$ cat config.mk
export PLATFORM = sky130hd
export DESIGN_NAME = mcc_core
export DESIGN_NICKNAME = d
export VERILOG_FILES = /design/src/pkg/mcc_pkg.sv /design/src/verilog/mcc_core.sv /design/src/verilog/mcc_divider.sv /design/src/verilog/mcc_slot_mem.sv
export SDC_FILE = /design/constraint.sdc
export NUM_CORES = 2
export LEC_CHECK = 0
export ABC_AREA = 1
export ABC_CLOCK_PERIOD_IN_PS = 11800
export BUFFER_PORTS_ARGS = -buffer_cell sky130_fd_sc_hd__buf_4
export CAP_MARGIN = 20
export CORE_UTILIZATION = 40
export DETAILED_ROUTE_END_ITERATION = 7
export PLACE_DENSITY_LB_ADDON = 0.08
export SLEW_MARGIN = 20
export SYNTH_ARGS = -nofsm -noshare
export SYNTH_HDL_FRONTEND = slang
export SYNTH_SLANG_ARGS = --single-unit
$ cat constraint.sdc
create_clock -name clk -period 11.8 [get_ports clk]
set_input_delay 1.18 -clock clk [delete_from_list [all_inputs] [get_ports clk]]
set_output_delay 1.18 -clock clk [all_outputs]
set_load 0.005 [all_outputs]
$ cat src/pkg/mcc_pkg.sv
`default_nettype none
package mcc_pkg;

   // ************************************************************
   // Widths and slot geometry
   // ************************************************************
   localparam int DATA_W = 32;
   localparam int OP_W = 16;
   localparam int SLOT_COUNT = 4;
   localparam int WORD_COUNT = 4;
   // mul_operand_a, div_dividend, filter_sample_in
   localparam int WORD_OP_A = 0;
   // mul_operand_b, div_divisor, filter_coeff
   localparam int WORD_OP_B = 1;
   // mul_product, div_quotient, filter_output
   localparam int WORD_RES1 = 2;
   // div_remainder
   localparam int WORD_RES2 = 3;

   // ************************************************************
   // Control register layout and reset values
   // ************************************************************
   localparam int BUSY_BIT = 7;
   localparam int LAUNCH_MSB = 6;
   localparam int LAUNCH_LSB = 3;
   localparam int MODE_MSB = 2;
   localparam logic [7:0] CTRL_RESET = 8'h00;
   localparam logic [31:0] WORD_RESET = 32'h0000_0000;

   // ************************************************************
   // Arithmetic and timing constants
   // ************************************************************
   // Coefficient is a Q15 fraction
   localparam int FILT_SHIFT = 15;
   localparam int DIV_STEPS = 32;
   // Longest engine run, in cycles, used by a check
   localparam logic [5:0] RUN_LIMIT = 6'h28;

   // ************************************************************
   // Enumerations
   // ************************************************************
   typedef enum logic [2:0]
   {
      MODE_MUL_SHL = 3'h0,
      MODE_MUL_S = 3'h1,
      MODE_MUL_U = 3'h2,
      MODE_DIV = 3'h3,
      MODE_ROT = 3'h4,
      MODE_ATAN = 3'h5,
      MODE_FILT = 3'h6,
      MODE_PID = 3'h7
   } mcc_mode_type;

   typedef enum logic [3:0]
   {
      ENG_IDLE = 4'h1,
      ENG_FETCH = 4'h2,
      ENG_EXEC = 4'h4,
      ENG_DIV = 4'h8
   } mcc_eng_state_type;

   // ************************************************************
   // Carriers
   // ************************************************************
   typedef struct packed
   {
      logic wr;
      logic [7:0] wdata;
   } mcc_ctrl_req_type;

   typedef struct packed
   {
      logic we;
      logic [1:0] slot;
      logic [1:0] sel;
      logic [31:0] wdata;
   } mcc_data_req_type;

   typedef struct packed
   {
      logic we1;
      logic we2;
      logic [1:0] slot;
      logic [31:0] res1;
      logic [31:0] res2;
   } mcc_eng_wr_type;

   typedef struct packed
   {
      mcc_eng_state_type st;
      logic [3:0] pend;
      logic [3:0][2:0] pmode;
      logic [1:0] slot;
      logic [2:0] mode;
      logic div_go;
      logic [7:0] ctrl;
      mcc_eng_wr_type wr;
   } mcc_core_state_type;

   localparam mcc_core_state_type CORE_RESET = '{
      st: ENG_IDLE, pend: 4'h0, pmode: '0, slot: 2'h0, mode: 3'h0,
      div_go: 1'b0, ctrl: CTRL_RESET, wr: '0};

endpackage
`default_nettype wire

$ cat src/verilog/mcc_core.sv
`timescale 1ns/1ps
`default_nettype none
// Overview of operation
// - Busy clears by itself when run finishes
// - Mode 000: signed product shifted left once
// - Mode 001: plain signed 16x16 product
// - Mode 010: unsigned 16x16 product, 32 bits
// - Multiplicand A, multiplier B, product to result
// - Mode 011: 32/16 unsigned quotient and remainder
// - Division reads two inputs, writes two results
// - Mode 110: filter step updates output word
// - Filter output 32-bit signed, inputs 16-bit
// - Separate slots stay independent, nesting allowed
// - Launch field one-hot, starts slots zero-three
// - Busy bit 7, launch 6:3, mode 2:0
module mcc_core
(
   // Clock and reset
   input wire logic clk,
   input wire logic rst_n,
   // Control register port
   input wire mcc_pkg::mcc_ctrl_req_type ctrl_req,
   output logic [7:0] coproc_control_reg,
   output logic calc_busy_flag,
   // Slot data register port
   input wire mcc_pkg::mcc_data_req_type data_req,
   output logic [31:0] data_rdata
);

   // ************************************************************
   // State and internal signals
   // ************************************************************
   mcc_pkg::mcc_core_state_type state_r;
   mcc_pkg::mcc_core_state_type state_nxt;
   logic [3:0][31:0] slot_words; // Slot being computed
   logic div_done; // Divider finished pulse
   logic [31:0] div_q;
   logic [15:0] div_r;
   logic [1:0] pick; // Lowest pending slot
   logic [3:0] launch_field; // Written slot_launch_select
   logic [1:0] launch_idx;
   logic launch_ok; // Exactly one bit set
   logic [2:0] calc_mode_select; // Written mode field
   logic [5:0] run_cnt_r; // Check only

   // Datapath operands and results
   logic signed [15:0] op_a16;
   logic signed [15:0] op_b16;
   logic [31:0] op_y;
   logic signed [31:0] prod_s;
   logic [31:0] prod_u;
   logic signed [32:0] filt_diff;
   logic signed [48:0] filt_scaled;
   logic [31:0] filt_new;
   logic signed [31:0] chk_s; // Check only
   logic signed [63:0] filt_chk; // Check only

   // ************************************************************
   // Helpers
   // ************************************************************
   // Index of the lowest set bit; zero when none
   function automatic logic [1:0] low_index(input logic [3:0] v);
      logic [1:0] idx;
      idx = 2'h0;
      for (int i = 3; i >= 0; i--)
      begin
         if (v[i])
         begin
            idx = 2'(i);
         end
      end
      return idx;
   endfunction

   // ************************************************************
   // Launch decode
   // ************************************************************
   assign launch_field = ctrl_req.wdata[mcc_pkg::LAUNCH_MSB:
                                        mcc_pkg::LAUNCH_LSB];
   assign calc_mode_select = ctrl_req.wdata[mcc_pkg::MODE_MSB:0];
   assign launch_ok = (launch_field != 4'h0) &&
                      ((launch_field & (launch_field - 4'h1)) == 4'h0);
   assign launch_idx = low_index(launch_field);
   // Fixed priority: lower slot served first when several wait
   assign pick = low_index(state_r.pend);

   // ************************************************************
   // Arithmetic
   // ************************************************************
   // A is multiplicand, B multiplier
   assign op_a16 = slot_words[mcc_pkg::WORD_OP_A][15:0];
   assign op_b16 = slot_words[mcc_pkg::WORD_OP_B][15:0];
   assign op_y = slot_words[mcc_pkg::WORD_RES1];
   assign prod_s = op_a16 * op_b16;
   assign prod_u = slot_words[mcc_pkg::WORD_OP_A][15:0] *
                   slot_words[mcc_pkg::WORD_OP_B][15:0];
   // signed 16-bit sample and coefficient, 32-bit output
   assign filt_diff = 33'(op_a16) - 33'($signed(op_y));
   assign filt_scaled = 49'(op_b16) * 49'(filt_diff);
   // output plus scaled difference, wraps at 32 bits
   assign filt_new = op_y + filt_scaled[mcc_pkg::FILT_SHIFT +:
                                        mcc_pkg::DATA_W];

   // ************************************************************
   // Engine and control register
   // ************************************************************
   always_comb
   begin
      state_nxt = state_r;
      state_nxt.div_go = 1'b0;
      state_nxt.wr.we1 = 1'b0;
      state_nxt.wr.we2 = 1'b0;
      unique case (state_r.st)
         // Take one waiting slot
         mcc_pkg::ENG_IDLE:
         begin
            if (|state_r.pend)
            begin
               // each run bound to its own slot
               state_nxt.slot = pick;
               state_nxt.mode = state_r.pmode[pick];
               state_nxt.pend[pick] = 1'b0;
               state_nxt.st = mcc_pkg::ENG_FETCH;
            end
         end
         // Store reads the whole slot
         mcc_pkg::ENG_FETCH:
         begin
            state_nxt.st = mcc_pkg::ENG_EXEC;
         end
         // Compute in one cycle, except division
         mcc_pkg::ENG_EXEC:
         begin
            state_nxt.wr.slot = state_r.slot;
            state_nxt.st = mcc_pkg::ENG_IDLE;
            unique case (state_r.mode)
               mcc_pkg::MODE_MUL_SHL:
               begin
                  state_nxt.wr.we1 = 1'b1;
                  state_nxt.wr.res1 = {prod_s[30:0], 1'b0};
               end
               mcc_pkg::MODE_MUL_S:
               begin
                  state_nxt.wr.we1 = 1'b1;
                  state_nxt.wr.res1 = prod_s;
               end
               mcc_pkg::MODE_MUL_U:
               begin
                  state_nxt.wr.we1 = 1'b1;
                  state_nxt.wr.res1 = prod_u;
               end
               mcc_pkg::MODE_DIV:
               begin
                  state_nxt.div_go = 1'b1;
                  state_nxt.st = mcc_pkg::ENG_DIV;
               end
               mcc_pkg::MODE_FILT:
               begin
                  // new output over the old one
                  state_nxt.wr.we1 = 1'b1;
                  state_nxt.wr.res1 = filt_new;
               end
               mcc_pkg::MODE_ROT, mcc_pkg::MODE_ATAN, mcc_pkg::MODE_PID:
               begin
                  // Not built here: finish without touching results
                  state_nxt.st = mcc_pkg::ENG_IDLE;
               end
            endcase
         end
         // Wait for the serial divider
         mcc_pkg::ENG_DIV:
         begin
            if (div_done)
            begin
               // quotient and remainder to two words
               state_nxt.wr.we1 = 1'b1;
               state_nxt.wr.we2 = 1'b1;
               state_nxt.wr.res1 = div_q;
               state_nxt.wr.res2 = {16'h0000, div_r};
               state_nxt.st = mcc_pkg::ENG_IDLE;
            end
         end
      endcase
      // Launch last, so a new launch beats the take-clear
      if (ctrl_req.wr)
      begin
         // launch and mode fields read back
         state_nxt.ctrl[6:0] = ctrl_req.wdata[6:0];
         if (launch_ok)
         begin
            // mode comes from the same write as the launch
            state_nxt.pend[launch_idx] = 1'b1;
            state_nxt.pmode[launch_idx] = calc_mode_select;
         end
      end
      // busy drops once queue, run and store write are done
      state_nxt.ctrl[mcc_pkg::BUSY_BIT] = (|state_nxt.pend) ||
         (state_nxt.st != mcc_pkg::ENG_IDLE) ||
         state_nxt.wr.we1 || state_nxt.wr.we2;
   end

   // Register engine state
   always_ff @(posedge clk or negedge rst_n)
   begin
      if (!rst_n)
      begin
         state_r <= mcc_pkg::CORE_RESET;
      end
      else
      begin
         state_r <= state_nxt;
      end
   end

   // busy sits in bit 7 of the image
   assign coproc_control_reg = state_r.ctrl;
   assign calc_busy_flag = state_r.ctrl[mcc_pkg::BUSY_BIT];

   // ************************************************************
   // Slot store and divider
   // ************************************************************
   mcc_slot_mem u_store
   (
      .clk(clk),
      .rst_n(rst_n),
      .host_req(data_req),
      .host_rdata(data_rdata),
      .eng_slot(state_r.slot),
      .eng_words(slot_words),
      .eng_wr(state_r.wr)
   );

   mcc_divider u_div
   (
      .clk(clk),
      .rst_n(rst_n),
      .start(state_r.div_go),
      .dividend(slot_words[mcc_pkg::WORD_OP_A]),
      .divisor(slot_words[mcc_pkg::WORD_OP_B][15:0]),
      .done(div_done),
      .quotient(div_q),
      .remainder(div_r)
   );

   // ************************************************************
   // Checks
   // ************************************************************
   assign chk_s = 32'(op_a16) * 32'(op_b16);
   assign filt_chk = 64'($signed(op_y)) +
      ((64'(op_b16) * (64'(op_a16) - 64'($signed(op_y)))) >>> 15);

   // Length of the current engine run
   always_ff @(posedge clk or negedge rst_n)
   begin
      if (!rst_n)
      begin
         run_cnt_r <= 6'h00;
      end
      else if (state_r.st == mcc_pkg::ENG_IDLE)
      begin
         run_cnt_r <= 6'h00;
      end
      else if (run_cnt_r != 6'h3F)
      begin
         run_cnt_r <= run_cnt_r + 6'h01;
      end
   end

   a_run_bounded:
   assert property (@(posedge clk) disable iff (!rst_n)
      run_cnt_r <= mcc_pkg::RUN_LIMIT)
   else $error("engine run too long");

   a_busy_launch:
   assert property (@(posedge clk) disable iff (!rst_n)
      (ctrl_req.wr && launch_ok) |=> calc_busy_flag)
   else $error("launch did not set busy");

   // invalid launch on idle block starts no run
   a_bad_launch:
   assert property (@(posedge clk) disable iff (!rst_n)
      (ctrl_req.wr && !launch_ok && !calc_busy_flag) |=> !calc_busy_flag)
   else $error("non one-hot launch started a run");

   a_ctrl_fields:
   assert property (@(posedge clk) disable iff (!rst_n)
      ctrl_req.wr |=> coproc_control_reg[6:0] == $past(ctrl_req.wdata[6:0]))
   else $error("control fields not stored");

   a_mul_shift:
   assert property (@(posedge clk) disable iff (!rst_n)
      (state_r.st == mcc_pkg::ENG_EXEC && state_r.mode == 3'h0) |=>
      (state_r.wr.we1 && state_r.wr.res1 == ($past(chk_s) <<< 1)))
   else $error("shifted product wrong");

   a_mul_signed:
   assert property (@(posedge clk) disable iff (!rst_n)
      (state_r.st == mcc_pkg::ENG_EXEC && state_r.mode == 3'h1) |=>
      (state_r.wr.we1 && $signed(state_r.wr.res1) == $past(chk_s)))
   else $error("signed product wrong");

   a_mul_unsigned:
   assert property (@(posedge clk) disable iff (!rst_n)
      (state_r.st == mcc_pkg::ENG_EXEC && state_r.mode == 3'h2) |=>
      (state_r.wr.we1 && state_r.wr.res1 ==
       $past({16'h0000, op_a16} * {16'h0000, op_b16})))
   else $error("unsigned product wrong");

   // product only to this slot's result word
   a_mul_dest:
   assert property (@(posedge clk) disable iff (!rst_n)
      (state_r.st == mcc_pkg::ENG_EXEC && state_r.mode < 3'h3) |=>
      (!state_r.wr.we2 && state_r.wr.slot == $past(state_r.slot)))
   else $error("product stored to wrong place");

   a_div_store:
   assert property (@(posedge clk) disable iff (!rst_n)
      (state_r.st == mcc_pkg::ENG_DIV && div_done) |=>
      (state_r.wr.we1 && state_r.wr.we2 &&
       state_r.wr.res1 == $past(div_q) &&
       state_r.wr.res2[15:0] == $past(div_r)))
   else $error("division results not stored");

   a_filt_step:
   assert property (@(posedge clk) disable iff (!rst_n)
      (state_r.st == mcc_pkg::ENG_EXEC && state_r.mode == 3'h6) |=>
      (state_r.wr.we1 && state_r.wr.res1 == $past(filt_chk[31:0])))
   else $error("filter step wrong");

   // taken slot is the lowest waiting one
   a_slot_taken:
   assert property (@(posedge clk) disable iff (!rst_n)
      (state_r.st == mcc_pkg::ENG_IDLE && |state_r.pend) |=>
      (state_r.st == mcc_pkg::ENG_FETCH &&
       (($past(state_r.pend) >> state_r.slot) & 4'h1) == 4'h1 &&
       ($past(state_r.pend) & ((4'h1 << state_r.slot) - 4'h1)) == 4'h0))
   else $error("wrong slot taken");

   c_mul_done: cover property (@(posedge clk) disable iff (!rst_n)
      state_r.st == mcc_pkg::ENG_EXEC && state_r.mode == 3'h1);
   c_div_done: cover property (@(posedge clk) disable iff (!rst_n)
      state_r.st == mcc_pkg::ENG_DIV && div_done);
   c_filt_done: cover property (@(posedge clk) disable iff (!rst_n)
      state_r.st == mcc_pkg::ENG_EXEC && state_r.mode == 3'h6);
   c_nested: cover property (@(posedge clk) disable iff (!rst_n)
      calc_busy_flag && ctrl_req.wr && launch_ok);

endmodule
`default_nettype wire

$ cat src/verilog/mcc_divider.sv
`timescale 1ns/1ps
`default_nettype none
module mcc_divider
#(
   parameter int DVD_W = 32,
   parameter int DVS_W = 16
)
(
   // Clock and reset
   input wire logic clk,
   input wire logic rst_n,
   // Operands
   input wire logic start,
   input wire logic [DVD_W-1:0] dividend,
   input wire logic [DVS_W-1:0] divisor,
   // Results
   output logic done,
   output logic [DVD_W-1:0] quotient,
   output logic [DVS_W-1:0] remainder
);

   // ************************************************************
   // Restoring divider, one quotient bit per cycle
   // ************************************************************
   typedef struct packed
   {
      logic [5:0] cnt; // Steps taken
      logic run;
      logic done;
      logic [DVD_W-1:0] q; // Dividend shifts out, quotient in
      logic [DVS_W:0] r; // Partial remainder
      logic [DVS_W-1:0] d;
   } mcc_div_state_type;

   mcc_div_state_type state_r;
   mcc_div_state_type state_nxt;
   logic [DVD_W-1:0] dvd_keep_r; // Check only

   // Step; divisor zero gives all-ones quotient, no trap
   always_comb
   begin
      logic [DVS_W:0] shifted;
      shifted = {state_r.r[DVS_W-1:0], state_r.q[DVD_W-1]};
      state_nxt = state_r;
      state_nxt.done = 1'b0;
      if (start)
      begin
         state_nxt.q = dividend;
         state_nxt.r = '0;
         state_nxt.d = divisor;
         state_nxt.cnt = 6'h00;
         state_nxt.run = 1'b1;
      end
      else if (state_r.run)
      begin
         if (shifted >= {1'b0, state_r.d})
         begin
            state_nxt.r = shifted - {1'b0, state_r.d};
            state_nxt.q = {state_r.q[DVD_W-2:0], 1'b1};
         end
         else
         begin
            state_nxt.r = shifted;
            state_nxt.q = {state_r.q[DVD_W-2:0], 1'b0};
         end
         state_nxt.cnt = state_r.cnt + 6'h01;
         if (state_r.cnt == 6'(mcc_pkg::DIV_STEPS - 1))
         begin
            state_nxt.run = 1'b0;
            state_nxt.done = 1'b1;
         end
      end
   end

   always_ff @(posedge clk or negedge rst_n)
   begin
      if (!rst_n)
      begin
         state_r <= '0;
         dvd_keep_r <= '0;
      end
      else
      begin
         state_r <= state_nxt;
         if (start)
         begin
            dvd_keep_r <= dividend;
         end
      end
   end

   assign done = state_r.done;
   assign quotient = state_r.q;
   assign remainder = state_r.r[DVS_W-1:0];

   a_div_identity:
   assert property (@(posedge clk) disable iff (!rst_n)
      (state_r.done && state_r.d != '0) |->
      ((48'(state_r.q) * 48'(state_r.d) + 48'(state_r.r[DVS_W-1:0])
        == 48'(dvd_keep_r)) && (state_r.r[DVS_W-1:0] < state_r.d)))
   else $error("division result inconsistent");

   a_div_latency:
   assert property (@(posedge clk) disable iff (!rst_n)
      (start && !state_r.run) |-> ##33 state_r.done)
   else $error("division did not finish in 33 cycles");

endmodule
`default_nettype wire

$ cat src/verilog/mcc_slot_mem.sv
`timescale 1ns/1ps
`default_nettype none
module mcc_slot_mem
(
   // Clock and reset
   input wire logic clk,
   input wire logic rst_n,
   // Host side
   input wire mcc_pkg::mcc_data_req_type host_req,
   output logic [31:0] host_rdata,
   // Engine side
   input wire logic [1:0] eng_slot,
   output logic [3:0][31:0] eng_words,
   input wire mcc_pkg::mcc_eng_wr_type eng_wr
);

   // ************************************************************
   // Storage state
   // ************************************************************
   typedef struct packed
   {
      logic [15:0][31:0] mem; // Four slots of four words
      logic [31:0] hrd; // Host read register
      logic [3:0][31:0] erd; // Whole-slot read register
   } mcc_mem_state_type;

   mcc_mem_state_type state_r;
   mcc_mem_state_type state_nxt;

   // Word update; engine writes last so it wins a collision
   always_comb
   begin
      state_nxt = state_r;
      if (host_req.we)
      begin
         state_nxt.mem[{host_req.slot, host_req.sel}] = host_req.wdata;
      end
      if (eng_wr.we1)
      begin
         state_nxt.mem[{eng_wr.slot, 2'h2}] = eng_wr.res1;
      end
      if (eng_wr.we2)
      begin
         state_nxt.mem[{eng_wr.slot, 2'h3}] = eng_wr.res2;
      end
      // Reads see the value before this cycle's write
      state_nxt.hrd = state_r.mem[{host_req.slot, host_req.sel}];
      state_nxt.erd = state_r.mem[{eng_slot, 2'h0} +: 4];
   end

   // Register the whole store
   always_ff @(posedge clk or negedge rst_n)
   begin
      if (!rst_n)
      begin
         state_r <= '0;
      end
      else
      begin
         state_r <= state_nxt;
      end
   end

   assign host_rdata = state_r.hrd;
   assign eng_words = state_r.erd;

   a_word_hold:
   assert property (@(posedge clk) disable iff (!rst_n)
      (!host_req.we && !eng_wr.we1 && !eng_wr.we2)
      |=> (state_r.mem == $past(state_r.mem)))
   else $error("slot word changed without a write");

endmodule
`default_nettype wire
# After elaboration in Yosys (flattened, before gate mapping)
# Index checks and enable logic that the tools add are counted.
classes:
  addsub: 5
  multipliers: 3
  div: 0
  magnitude_cmp: 11
  n_eq_ne: 12
  n_shift: 32
  n_mux: 53
  bitwise: 4
  reduce_logical: 21
ops:
  columns: ["operator", "n"]
  rows:
  - ["$bwmux W512", 3]
  - ["$mux W512", 3]
  - ["$shiftx A16 B5 Y3", 32]
  - ["$bmux W32 S4", 1]
  - ["$demux W32 S2", 2]
  - ["$demux W32 S4", 1]
  - ["$mux W32", 4]
  - ["$pmux W32 S4", 1]
  - ["$mul A16 B16 Y32", 2]
  - ["$mux W64", 1]
  - ["$pmux W32 S2", 1]
  - ["$mux W57", 1]
  - ["$mux W49", 1]
  - ["$mul A16 B33 Y47", 1]
  - ["$sub A16 B32 Y33", 1]
  - ["$add A32 B32 Y32", 1]
  - ["$mux W16", 2]
  - ["$mux W2", 10]
  - ["$mux W18", 1]
  - ["$ge A17 B16 Y1", 1]
  - ["$sub A17 B16 Y17", 1]
  - ["$pmux W4 S4", 1]
  - ["$lt A4 B5 Y1 const B", 3]
  - ["$bwmux W12", 1]
  - ["other kinds (37)", 65]
word_totals:
  ff_bits: 782
  latchBits: 0
  mem_bits_rw: 0
  mem_bits_ro: 0
  inputBits: 48
  wordCells: 183
  mem_count: 0

# Longest topological paths before layout
logic_depth:
  ltp_word: 19
  depth_mapped: 54

# Cells and area by module
# From an unflattened synthesis, not the netlist that was laid out.
hier_totals:
  cells_unflattened: 11117
  hier_area_um2: 81600.8
modules_own_cells:
  columns: ["module", "instances", "cells_each", "area_each_um2", "seq_area_each_um2"]
  rows:
  - ["mcc_core", 1, 5253, 40598.9, 2153.3]
  - ["mcc_slot_mem", 1, 5231, 36394.9, 16816.1]
  - ["mcc_divider", 1, 633, 4606.9, 1801.7]

# Worst setup path after synthesis
# OpenSTA, ideal clock, no wires.
synth_timing:
  kind: "reg2reg"
  startpoint: "register u_store.state_r (netlist bit u_store.eng_words[0])"
  endpoint: "register state_r[54] (netlist name)"
  setup_time_ns: 0.135
  arrival_ns: 8.651
  t_required_ns: 11.665
  path_slack_ns: 3.014
  path_stages_with_launch: 49
  path_buffers: 2
  synth_period_minus_slack_ns: 8.786
  cell_sequence: "dfrtp_1 -> clkbuf_1 -> inv_1 -> ha_1 -> inv_1 -> fa_1 -> nand2_1 -> nand2_1 -> nand3_1 -> nand3_2 -> nand3_2 -> nand2_1 -> a31oi_1 -> xnor2_1 -> clkbuf_1 -> nand2_1 -> fa_1 -> fa_1 -> [13 not listed] -> nand3_1 -> nand2_1 -> nand2_1 -> a21boi_0 -> o21ai_0 -> xor2_1 -> ha_1 -> a21oi_1 -> inv_1 -> a21oi_1 -> o21ai_0 -> a21oi_1 -> o21ai_0 -> or2_2 -> nand3_1 -> nand4_1 -> o211ai_1 -> o211ai_1"
synth_via:
  elab_chain_len: 5
  elab_cells_between_ends: 7
  cone_classes: "add/sub: 2; mul: 3; mux: 2"
synth_rtl:
  columns: ["item", "line_no", "source"]
  rows:
  - ["start: declaration", "mcc_slot_mem.sv:27", "mcc_mem_state_type state_r;"]
  - ["start signal: assignment", "mcc_slot_mem.sv:60", "state_r <= state_nxt;"]
  - ["$sub A16 B32 Y33", "mcc_core.sv:98", "assign filt_diff = 33'(op_a16) - 33'($signed(op_y));"]
  - ["$mul A16 B33 Y47", "mcc_core.sv:99", "assign filt_scaled = 49'(op_b16) * 49'(filt_diff);"]
  - ["$add A32 B32 Y32", "mcc_core.sv:101", "assign filt_new = op_y + filt_scaled[mcc_pkg::FILT_SHIFT +:"]
  - ["$pmux W32 S4 *", "mcc_core.sv:136", "unique case (state_r.mode)"]
  - ["$pmux W32 S2 *", "mcc_core.sv:113", "unique case (state_r.st)"]
  - ["end signal: assignment", "mcc_core.sv:207", "state_r <= mcc_pkg::CORE_RESET;"]
  - ["end signal: assignment", "mcc_core.sv:211", "state_r <= state_nxt;"]
  - ["end: declaration", "mcc_core.sv:33", "mcc_pkg::mcc_core_state_type state_r;"]
# Mark *: on every way between the ends. The rest lies on a longest branch, timed or not.
# A chain may end at the register's enable or synchronous reset.

# Worst setup path after layout
layout_timing:
  startpoint: "register u_store.state_r (netlist bit u_store.eng_words[0])"
  endpoint: "register state_r[53] (netlist name)"
# Same word-level chain as after synthesis.

==> flow_summary.ini <==
[clock_tree]
clock_path_buffers = 3
tritoncts = built
path_clk_slew_ps = 70
ctsResizeCount = 0
clock_tree.root_cell = clkbuf_16
cts_setup_buffers = 0
hold_buffers = 0
cts_sinks = 782
clock_latency_ps = 700
cts_made_buffers = 78
cts_max_level = 3

[setup_path]
cpPeakStageDelay_ps = 520
critPathLaunchType = flip-flop
cp_slowest_cell = fa_1
cp.depth = 48
crit_fanout = 6
path_class = flip-flop to flip-flop
cp_num_buf_inv = 9
crit_family = adder cells
crit_required_ps = 12360
crit_arrival_ps = 11550
reg2reg_depth = 48
end_kind = flip-flop
cp_common_cell = nand2_1

[final_layout]
final_net_count = 10200
final_cell_mix = 1748 x inv_1, 1558 x nand2_1, 1031 x o21ai_0
drive_above_1_share = 0.0560
final_common_cell = inv_1
fillers = 18400
synthToLayoutAreaGrowth_pct = 7.51

[hold_path]
holdPathStages = 1
hp-class = flip-flop to flip-flop

[route]
drt_first_pass_iters = 6
wl_per_cell_um = 24.4
drtAntennaViolNets = 0
met1_length_um = 124000
met2WireLength_um = 130000
wl_met3_um = 16500
num_vias = 62700
drt-initial-drc-count = 5769
wl_um = 277000
highest_layer = met5
drcViolationCount = 0
vias_per_cell = 5.51

[die]
start_util = 0.404
fp.dieArea_mm2 = 0.185
fp.dieH_um = 430
rows = 156
io_pins = 89
die_w_um = 430
fp.coreArea_mm2 = 0.181

[synth]
syn_area_mm2 = 0.0732
synthCells = 9140
yosysUniqueCellTypes = 69
synthSimpleGateAreaFrac = 0.150
synth_fa_ha_area_frac = 0.292
synth_edf_count = 0
synth_xor_area_frac = 0.0131
yosysWarnings = 0
ys_seq_elements = 782
yosys_most_used_dff = dfrtp_1
ys_seq_area_frac = 0.267
synth.area.mux_share = 0
avgSynthCellArea_um2 = 8.01
synth_compound_area_frac = 0.157
synth_nets = 10400
synth_top_family_by_area = adder cells
async_flop_share = 1.00

[timing]
setup-violations-final = 0
tightest_slew_ps = 1210
fmax_mhz = 91.0
finalSetupTns_ps = 0
hold_viol_final = 0
worst_clock_skew_ps = 33.5
slew_headroom = 0.196
finalCritPeriodShare = 0.931
period_minus_slack_ps = 10990
drv_slew = 0
rsz0062_at_grt = no

[job]
max_cap_viol_count = 0

[grt]
grt_pass1_wl_um = 417000
antenna_found_initial = 22
grt_max_degree = 154
grt_pass1_vias = 63300
grt_use_total = 0.301
grt_overflow = 0

[placed_design]
portBuffers = 87
dpl.hpwl_um = 201000
place.gp.congestion = 0.956

[run_status]
status = finished clean
==> worst paths after layout <==
check | start | end | slack, ps
worst max-delay path | u_store.eng_words[0] | state_r[53] | 810
worst min-delay path | u_div.state_r[72] | u_div.done | 470
worst max register to register | u_store.eng_words[0] | state_r[53] | 810
max in group asynchronous | rst_n | u_store.host_rdata[21] | 8950
min in group asynchronous | rst_n | u_div.remainder[6] | 520
worst min register to register | u_div.state_r[72] | u_div.done | 470
==> final cells by class <==
type | instances | area [um^2] | share of cell area
multi-input cells | 6060 | 45000 | 0.572
flip-flops and latches | 782 | 19600 | 0.249
inverters | 1783 | 6700 | 0.0851
well taps | 2370 | 2970 | 0.0377
clock buffers | 116 | 2320 | 0.0294
repair buffers | 237 | 1840 | 0.0234
clock inverters | 23 | 304 | 0.00386
diodes | 4 | 10.0 | 0.000127
==> through the flow <==
step	cell area (um^2)	cells	worst slack, ps	utilization	hold WS, ps
2_1_floorplan	73200	9140	3010	-	408
3_3_place_gp	76100	11200	1040	0.420	433
3_5_place_dp	76100	11200	959	0.420	441
4_1_cts	78700	11400	946	0.434	463
5_1_grt	78700	11400	299	0.434	478
6_report	78800	11400	810	0.434	473
==> synth_stat cells (all sizes together), types with 2 or more instances <==
cell type	n	area, um^2
a31o	2	17.5
inv	1769	6640
xor2	64	576
nor3	101	516
or2	46	288
nand4	55	344
o21ai	1052	5300
nand2b	2	12.5
ha	343	4290
clkinv	14	52.6
nand2	1578	5950
nor2	631	2380
fa	854	17100
a21oi	479	2420
o21bai	18	143
a221oi	3	26.3
o2111ai	6	52.6
nor4	18	119
a21boi	9	71.3
o211ai	84	631
o221ai	40	350
nand3b	4	30.0
a31oi	16	121
a21o	28	210
dfrtp	781	19500
buf	79	473
o22ai	169	1060
xnor2	43	384
nand3	267	1360
and3	2	12.5
a211oi	6	45.0
a22oi	116	871
o21a	9	67.6
o31ai	5	37.5
clkbuf	436	1640
==> worst reg2reg max path, delay by kind of cell, from the launching register on <==
kind / cells / cell delay (ps)
adders and majority gates: 10 / 4210
DFF: 1 / 410
buffers and inverters: 9 / 820
xor gates and xnor gates: 2 / 720
AOI/OAI and AO/OA: 7 / 1700
and+or+nand+nor: 20 / 2990
==> cell families after synthesis <==
family,after synthesis
and+or+nand+nor,2705
buffers and inverters,2298
AOI/OAI and AO/OA,2051
adders and majority gates,1197
DFF,782
xor gates and xnor gates,107
==> routing by layer <==
| layer | global-route usage | vias to the layer above |
|---|---|---|
| met5 | 0 | - |
| met4 | 0.0810 | 8 |
| met3 | 0.0291 | 390 |
| met2 | 0.492 | 2195 |
| met1 | 0.427 | 31700 |
| li1 | - | 28400 |
Power is left out: the tool's default activity adds up to more than one toggle a clock period on the data nets, which glitch-free logic cannot reach.
